File: src/rtl/dcs_pkg.sv
// register map, field positions and timing constants of the sync activation control bank
package dcs_pkg;
    // byte addresses, multi-byte values little endian
    localparam logic [11:0] ADDR_FILTER      = 12'h0935;
    localparam logic [11:0] ADDR_OWN         = 12'h0980;
    localparam logic [11:0] ADDR_ACT         = 12'h0981;
    localparam logic [11:0] ADDR_PLEN_LO     = 12'h0982;
    localparam logic [11:0] ADDR_PLEN_HI     = 12'h0983;
    localparam logic [11:0] ADDR_STAT_FIRST  = 12'h098E;
    localparam logic [11:0] ADDR_STAT_SECOND = 12'h098F;
    // reset values
    localparam logic [3:0]  FILTER_RST = 4'hC;
    localparam logic [7:0]  OWN_RST    = 8'h00;
    localparam logic [7:0]  ACT_RST    = 8'h00;
    localparam logic [15:0] PLEN_RST   = 16'h0000;
    // writable ownership bits
    localparam logic [7:0]  OWN_WMASK  = 8'h31;
    // ownership field positions
    localparam int OWN_SYNC   = 0;
    localparam int OWN_LATCH0 = 4;
    localparam int OWN_LATCH1 = 5;
    // activation field positions
    localparam int ACT_RUN        = 0;
    localparam int ACT_GEN_FIRST  = 1;
    localparam int ACT_GEN_SECOND = 2;
    localparam int ACT_AUTO       = 3;
    localparam int ACT_EXTEND     = 4;
    localparam int ACT_PLAUS      = 5;
    localparam int ACT_NEAR       = 6;
    localparam int ACT_DEBUG      = 7;
    // pulse length unit and clock period
    localparam int UNIT_NS = 10;
    localparam int CLK_NS  = 40;
    localparam logic [15:0] UNITS_PER_CLK = 16'(CLK_NS / UNIT_NS);
endpackage

File: src/rtl/dcs_sync_ctrl.sv
// distributed clock sync output activation and ownership control registers
//
// Function
// - 4-bit filter depth, resets to 12; any network write to it resets speed filter.
// - filter depth written from network side only; host side reads it.
// - ownership bit 5 gives latch unit 1 to host; its interrupt follows.
// - ownership bit 4 owns latch unit 0; reads 1 when host controls time.
// - ownership bit 0 owns sync output unit; register written by network only.
// - activation register writes accepted only from the sync unit owner.
// - writing activation bit 7 fires one debug pulse on enabled outputs.
// - activation bit 6 picks the near-future window length.
// - activation bit 5 allows immediate start when start time is implausible.
// - activation bit 4 extends a 32-bit written start time to 64 bits.
// - auto-activation sets the run bit once the start time is written.
// - bits 2 and 1 enable second and first sync pulses.
// - pulse length is a 16-bit read-only count of 10 ns units.
// - pulse length zero selects acknowledge mode; output holds until status read.
// - pulse length resets to zero unless the eeprom load overrides it.
// - multi-byte registers place the least significant byte at the lowest address.
// - in acknowledge mode a host read of a status register clears that output.
`timescale 1ns/10ps
module dcs_sync_ctrl
    import dcs_pkg::*;
(
    // clock and reset
    input  wire logic        clk_i,
    input  wire logic        reset_i,
    // network side register port
    input  wire logic [11:0] net_addr_i,
    input  wire logic [7:0]  net_wdata_i,
    input  wire logic        net_wr_i,
    input  wire logic        net_rd_i,
    output logic      [7:0]  net_rdata_o,
    // host side register port
    input  wire logic [11:0] host_addr_i,
    input  wire logic [7:0]  host_wdata_i,
    input  wire logic        host_wr_i,
    input  wire logic        host_rd_i,
    output logic      [7:0]  host_rdata_o,
    // configuration load and system state
    input  wire logic        eep_load_i,
    input  wire logic [15:0] eep_plen_i,
    input  wire logic        systime_host_ctrl_i,
    input  wire logic        start_time_written_i,
    // timing engine events and latch events
    input  wire logic        sync_evt_first_i,
    input  wire logic        sync_evt_second_i,
    input  wire logic [1:0]  latch_evt_i,
    // speed counter filter
    output logic      [3:0]  filter_depth_o,
    output logic             filter_reset_o,
    // ownership
    output logic             sync_out_host_o,
    output logic             latch0_host_o,
    output logic             latch1_host_o,
    output logic      [1:0]  latch_irq_net_o,
    output logic      [1:0]  latch_irq_host_o,
    // activation settings for the timing engine
    output logic             sync_active_o,
    output logic             near_future_short_o,
    output logic             plaus_check_o,
    output logic             extend_start_o,
    // sync outputs
    output logic             sync_pulse_first_o,
    output logic             sync_pulse_second_o
);

    logic [3:0]  filt_q;
    logic        filt_rst_q;
    logic [7:0]  own_q;
    logic [7:0]  act_q;
    logic [7:0]  act_d;
    logic [15:0] plen_q;
    logic [15:0] rem_q [2];
    logic [1:0]  sync_q;
    logic        l0_host_q;
    logic [1:0]  irq_net_q;
    logic [1:0]  irq_host_q;
    logic [7:0]  net_rdata_q;
    logic [7:0]  host_rdata_q;

    // effective ownership view, bit 4 forced while host controls system time
    wire  [7:0] own_view = (own_q & OWN_WMASK) | ({7'h00, systime_host_ctrl_i} << OWN_LATCH0);
    wire  [1:0] latch_host = {own_q[OWN_LATCH1], own_view[OWN_LATCH0]};

    // write decode
    wire net_we_filt = net_wr_i && (net_addr_i == ADDR_FILTER);
    wire net_we_own  = net_wr_i && (net_addr_i == ADDR_OWN);
    wire net_we_act  = net_wr_i && (net_addr_i == ADDR_ACT) && !own_q[OWN_SYNC];
    wire host_we_act = host_wr_i && (host_addr_i == ADDR_ACT) && own_q[OWN_SYNC];
    wire act_wr      = net_we_act || host_we_act;
    wire [7:0] act_wdata = own_q[OWN_SYNC] ? host_wdata_i : net_wdata_i;
    wire auto_set    = act_q[ACT_AUTO] && start_time_written_i;

    // sync pulse triggers
    wire ack_mode  = (plen_q == PLEN_RST);
    wire dbg_fire  = act_wr && act_wdata[ACT_DEBUG];
    wire [1:0] trig;
    assign trig[0] = (dbg_fire && act_wdata[ACT_GEN_FIRST])
                   || (sync_evt_first_i && act_q[ACT_RUN] && act_q[ACT_GEN_FIRST]);
    assign trig[1] = (dbg_fire && act_wdata[ACT_GEN_SECOND])
                   || (sync_evt_second_i && act_q[ACT_RUN] && act_q[ACT_GEN_SECOND]);
    wire [1:0] ack_clr;
    assign ack_clr[0] = ack_mode && host_rd_i && (host_addr_i == ADDR_STAT_FIRST);
    assign ack_clr[1] = ack_mode && host_rd_i && (host_addr_i == ADDR_STAT_SECOND);

    // read decode shared by both ports
    function automatic logic [7:0] rd_mux(input logic [11:0] a);
        logic [7:0] r;
        r = 8'h00;
        unique case (a)
            ADDR_FILTER:      r = {4'h0, filt_q};
            ADDR_OWN:         r = own_view;
            ADDR_ACT:         r = act_q;
            ADDR_PLEN_LO:     r = plen_q[7:0];
            ADDR_PLEN_HI:     r = plen_q[15:8];
            ADDR_STAT_FIRST:  r = {7'h00, sync_q[0]};
            ADDR_STAT_SECOND: r = {7'h00, sync_q[1]};
            default:          r = 8'h00;
        endcase
        return r;
    endfunction

    // activation next value, auto-activation wins over a same-cycle write
    always_comb begin
        act_d = act_q;
        if (act_wr) begin
            act_d = act_wdata;
        end
        if (auto_set) begin
            act_d[ACT_RUN] = 1'b1;
        end
    end

    always_ff @(posedge clk_i) begin
        if (reset_i) begin
            filt_q     <= FILTER_RST;
            filt_rst_q <= 1'b0;
        end else begin
            filt_rst_q <= net_we_filt;
            if (net_we_filt) begin
                filt_q <= net_wdata_i[3:0];
            end
        end
    end

    always_ff @(posedge clk_i) begin
        if (reset_i) begin
            own_q <= OWN_RST;
        end else if (net_we_own) begin
            own_q <= net_wdata_i & OWN_WMASK;
        end
    end

    always_ff @(posedge clk_i) begin
        if (reset_i) begin
            act_q <= ACT_RST;
        end else begin
            act_q <= act_d;
        end
    end

    always_ff @(posedge clk_i) begin
        if (reset_i) begin
            plen_q <= PLEN_RST;
        end else if (eep_load_i) begin
            plen_q <= eep_plen_i;
        end
    end

    // pulse shaping: timed mode counts units, acknowledge mode holds until read
    always_ff @(posedge clk_i) begin
        if (reset_i) begin
            sync_q <= 2'b00;
            for (int i = 0; i < 2; i++) begin
                rem_q[i] <= PLEN_RST;
            end
        end else begin
            for (int i = 0; i < 2; i++) begin
                if (trig[i]) begin
                    sync_q[i] <= 1'b1;
                    rem_q[i]  <= plen_q;
                end else if (ack_mode) begin
                    if (ack_clr[i]) begin
                        sync_q[i] <= 1'b0;
                    end
                end else if (rem_q[i] > UNITS_PER_CLK) begin
                    rem_q[i] <= rem_q[i] - UNITS_PER_CLK;
                end else begin
                    rem_q[i]  <= PLEN_RST;
                    sync_q[i] <= 1'b0;
                end
            end
        end
    end

    // latch interrupt routing to the owning side
    always_ff @(posedge clk_i) begin
        if (reset_i) begin
            l0_host_q  <= 1'b0;
            irq_net_q  <= 2'b00;
            irq_host_q <= 2'b00;
        end else begin
            l0_host_q  <= own_view[OWN_LATCH0];
            irq_net_q  <= latch_evt_i & ~latch_host;
            irq_host_q <= latch_evt_i & latch_host;
        end
    end

    always_ff @(posedge clk_i) begin
        if (reset_i) begin
            net_rdata_q  <= 8'h00;
            host_rdata_q <= 8'h00;
        end else begin
            if (net_rd_i) begin
                net_rdata_q <= rd_mux(net_addr_i);
            end
            if (host_rd_i) begin
                host_rdata_q <= rd_mux(host_addr_i);
            end
        end
    end

    assign net_rdata_o         = net_rdata_q;
    assign host_rdata_o        = host_rdata_q;
    assign filter_depth_o      = filt_q;
    assign filter_reset_o      = filt_rst_q;
    assign sync_out_host_o     = own_q[OWN_SYNC];
    assign latch0_host_o       = l0_host_q;
    assign latch1_host_o       = own_q[OWN_LATCH1];
    assign latch_irq_net_o     = irq_net_q;
    assign latch_irq_host_o    = irq_host_q;
    assign sync_active_o       = act_q[ACT_RUN];
    assign near_future_short_o = act_q[ACT_NEAR];
    assign plaus_check_o       = act_q[ACT_PLAUS];
    assign extend_start_o      = act_q[ACT_EXTEND];
    assign sync_pulse_first_o  = sync_q[0];
    assign sync_pulse_second_o = sync_q[1];
endmodule

File: config.mk
export PLATFORM = sky130hd
export DESIGN_NAME = dcs_sync_ctrl
export DESIGN_NICKNAME = d
export VERILOG_FILES = /design/src/rtl/dcs_pkg.sv /design/src/rtl/dcs_sync_ctrl.sv
export SDC_FILE = /design/constraint.sdc
export NUM_CORES = 1
export LEC_CHECK = 0
export BUFFER_PORTS_ARGS = -buffer_cell sky130_fd_sc_hd__buf_2
export CELL_PAD_IN_SITES_DETAIL_PLACEMENT = 0
export CELL_PAD_IN_SITES_GLOBAL_PLACEMENT = 1
export CORE_MARGIN = 3
export CORE_UTILIZATION = 47
export CTS_BUF_LIST = sky130_fd_sc_hd__clkbuf_8
export CTS_CLUSTER_DIAMETER = 50
export DETAILED_ROUTE_END_ITERATION = 8
export PLACE_DENSITY = 0.85
export REMOVE_ABC_BUFFERS = 1
export SYNTH_ARGS = -nofsm -noshare
export SYNTH_HDL_FRONTEND = slang
export SYNTH_SLANG_ARGS = --single-unit
File: constraint.sdc
create_clock -name clk_i -period 5.17 [get_ports clk_i]
set_clock_uncertainty 0.1 [all_clocks]
set_input_delay 1.034 -clock clk_i [delete_from_list [all_inputs] [get_ports clk_i]]
set_output_delay 1.034 -clock clk_i [all_outputs]
set_load 0.01 [all_outputs]
* Word level (Yosys, flattened, before mapping)
Memories as Yosys holds them, arrays and structs flattened. Cells that the tools add are included.
Operators by class: add/subtract/negate cells 2, magnitude comparators 2, equality and inequality tests 18, multiplexer cells 47, bitwise gates (word level) 10, reductions and logical operators 25
Operators by type and width (count):
- $eq 12x12->1 const B | 14
- $pmux 8 s7 | 2
- $mux 16 | 6
- $mux 1 | 38
- $gt 16x3->1 const B | 2
- $sub 16x3->16 const B | 2
- $logic_and 1x1->1 | 17
- $logic_not 16->1 | 1
- $mux 8 | 1
- $ne 3x1->1 const B | 2
- $ne 3x3->1 const B | 2
- $or 1x1->1 | 6
- $or 6x5->6 | 1
- $and 2x2->2 | 2
- $reduce_and 2->1 | 2
- $logic_or 1x1->1 | 3
- $not 2->2 | 1
- $reduce_bool 2->1 | 1
- $logic_not 1->1 | 1
Word-level totals: register bits 55, bits in writable memories 32, input port bits 69, output and inout bits 34, memories kept 1
Memories:
- rem_q | depth 2, bits a word 16, rd ports 2, clocked after memory_dff 0, wr ports 2, line dcs_sync_ctrl.sv:74 | logic [15:0] rem_q [2];

* Logic depth before layout (Yosys ltp)
word-level depth 13, depth in mapped cells 9, mapped depth without buffers 8

* Worst setup path before layout
No wires, ideal clock.
path type in2reg, start in net_addr_i[4], end mem rem_q[1][10], enable pin, setup time 0.361 ns, data arrival time 2.710 ns, required time 4.709 ns, slack 1.999 ns, stages 6, path buffers 1, cells stage by stage or3b_1 -> or4_1 -> buf_2 -> o22a_4 -> o21a_1 -> nand2_1
RTL lines:
- start, declared | line dcs_sync_ctrl.sv:29 | input wire logic [11:0] net_addr_i,
- end, declared | line dcs_sync_ctrl.sv:74

==> flow_summary.ini <==
[logic_synthesis]
ys_async_sr_fraction_pct = 0
yosysWarnings = 0
synth.yosys.seq_area_share_pct = 43.4
ys_types = 64
synth-edff-count = 32
ys.flop_type = dfxtp_1
netlist_top_cells_count = nor2_1, dfxtp_1, nand2_1
syn_area_um2 = 4750
postSynthCellCount = 473
yosysTopAreaCell = dfxtp_1
synth_area_leaders = dfxtp_1, edfxtp_1, mux2i_1, nor2_1, o2bb2ai_2
synth_top_area_share_pct = 23.2
yosysMostFrequentCell = nor2_1
synth.avg_cell_area_um2 = 10.0
ys_seq_elements = 87

[pwr]
p_sw_uw = 663
p_int_mw = 1.29
clkPwrFrac_pct = 25.8
fin_total_pwr_mw = 1.96
p_per_area_nw_per_um2 = 354
cellLeakagePower_nw = 2.16
combPwrFrac_pct = 28.0
switching_share_pct = 33.9
irDropWorstVdd_mv = 0.145
p_seq_share_pct = 46.2

[hold_path]
hold_path_class = flop to flop
min-delay-start = net_rdata_o[6]
whs_path_depth = 2
whs_endpoint = net_rdata_o[6]

[global_route]
grt_pass1_vias = 4071
track_usage_pct = 23.6
gr-usage-met3_pct = 4.86
met1_usage_pct = 30.1
grt.busiest_layer = met2
grt_max_degree = 43
grt.overflow.total = 0
antenna_found_initial = 0
grt_pass1_wl_mm = 20.9
grtUsageMet2_pct = 40.2

[final_layout]
fin_nets = 640
n_fill_cell = 964
n_antenna_cell = 0
drive_above_1_share_pct = 28.3
synthToLayoutAreaGrowth_pct = 16.2

[worst_setup_path]
r2r_start = rem_q[1][10]
worstPathRequired_ns = 5.17
max_stage_delay_ns = 0.59
start_kind = input port
cp_slowest_cell = or4_1
path_cells = buf_2 > or3b_1 > or4_1 > o22a_4 > o21ai_4 > or4_1 > o2bb2ai_1
crit_fanout = 14
endpoint_kind = flop
cp-startpoint = net_addr_i[4]
r2r_end = rem_q[1][3]
crit_type = input port to flop
r2r_cells = 5
cp_common_cell = or4_1
arrival_ns = 3.32
rrSetupSlack_ns = 2.06

[sta]
period_needed_ns = 3.32
tns_ns = 0
slew_violations = 0
post-route-period-util_pct = 64.3
holdWs_ns = 0.354
rsz0062_at_grt = false
tightest_slew_ns = 0.915
hold_viol_final = 0
setup-violations-final = 0
fmax_mhz = 301
relSlewSlack_pct = 38.4

[route]
ant_nets = 0
firstDrtPassIters = 5
avgRoutedWirePerCell_um = 18.7
routed-via-count = 4078
drtIter0Drc = 189
viasPerCell = 5.78
totalWireLength_mm = 13.2
drc_errors = 0

[clocking]
clock-root-buffer = clkbuf_8
tritoncts = done
cts_buffer_depth = 2
post_cts_buffers = 0
clk_latency_ns = 0.37
cts_sinks = 87
cts_made_buffers = 9
cts_hold_buf = 0
htreeDepth = 3
clkTransAtPathRegs_ns = 0.09
cts.repair.resized = 0

[die]
die_y_um = 107
core_area_um2 = 9820
core.rowCount = 36
start_util_pct = 48.4
ios = 103
die_area_um2 = 11400
die_x_um = 107

[outcome]
status = completed

[job]
cap_violations = 0

[place]
gp_congestion = 0.861
dp_hpwl_mm = 9.54
port-buffer-count = 102
cell type report:
type | count | area, um^2 | share of cell area (%)
tap | 133 | 166 | 3.01
clock inverter | 6 | 68.8 | 1.25
clock buffer | 10 | 138 | 2.49
sequential | 87 | 2060 | 37.3
timing repair buffer | 104 | 526 | 9.51
multi-input combinational | 356 | 2530 | 45.8
inverter | 9 | 33.8 | 0.611
sequential cells by signal, indices dropped and copies added (netlist names):
| name | cells |
|---|---|
| filter_reset_o | 1 |
| plen_q | 16 |
| latch0_host_o | 1 |
| latch_irq_net_o | 2 |
| net_rdata_o | 8 |
| sync_q | 2 |
| host_rdata_o | 8 |
| filter_depth_o | 4 |
| act_q | 8 |
| own_q | 3 |
| rem_q | 32 |
| latch_irq_host_o | 2 |
critical path, delay by kind of cell:
family / cells / cell delay, ns
and+or+nand+nor: 3 / 1.52
AOI/OAI and AO/OA: 3 / 0.65
buffers and inverters: 1 / 0.11
power groups by stage:
stage / Sequential, mW / Combinational (mW) / Clock, mW
CTS: 0.903 / 0.550 / 0.511
floorplan: 0.892 / 0.412 / 0
finish: 0.904 / 0.548 / 0.504
global placement: 0.912 / 0.532 / 0
detailed placement: 0.918 / 0.544 / 0
global route: 0.913 / 0.608 / 0.542
metrics by stage:
stage / cells / utilization, % / worst slack, ns / cell area, um^2
finish: 705 / 56.3 / 1.85 / 5530
global route: 705 / 56.3 / 1.73 / 5530
CTS: 705 / 56.3 / 1.86 / 5530
detailed placement: 689 / 54.2 / 1.45 / 5320
global placement: 689 / 54.2 / 1.53 / 5320
floorplan: 452 / - / 1.52 / 4620
placed cells by master (no fill, tap or decap), types with 11 or more instances in the layout:
cell type / n
a21oi_1: 14
a22oi_1: 12
buf_2: 102
dfxtp_1: 55
edfxtp_1: 32
mux2i_1: 31
nand2_1: 34
nand3_1: 15
nor2_1: 69
nor3_1: 11
xnor2_1: 17
how the worst max path moves through the flow:
stage / endpoint / slack [ns]
floorplan: rem_q[0][4] / 1.52
global placement: rem_q[1][2] / 1.53
detailed placement: rem_q[1][3] / 1.45
CTS: rem_q[1][3] / 1.86
global route: rem_q[0][4] / 1.73
finish: rem_q[1][3] / 1.85
kinds of logic (layout without fill, tap and decap cells):
family          after synthesis  after routing  share of synthesized area (%)
compound gates              109            109                           20.3
xor+xnor                     22             22                           4.05
simple gates                185            185                           19.6
buf+inv                      30            129                           3.45
fa+ha+maj                     4              4                           1.05
flops                        87             87                           43.4
mux                          36             36                           8.19
layer usage:
layer  routed length (um)  vias to the layer above
met5                    0                        -
met4                  287                        0
met3                  812                       27
met2                 6500                      141
met1                 5590                     1936
li1                     -                     1974
Power figures use the tool's default switching activity.
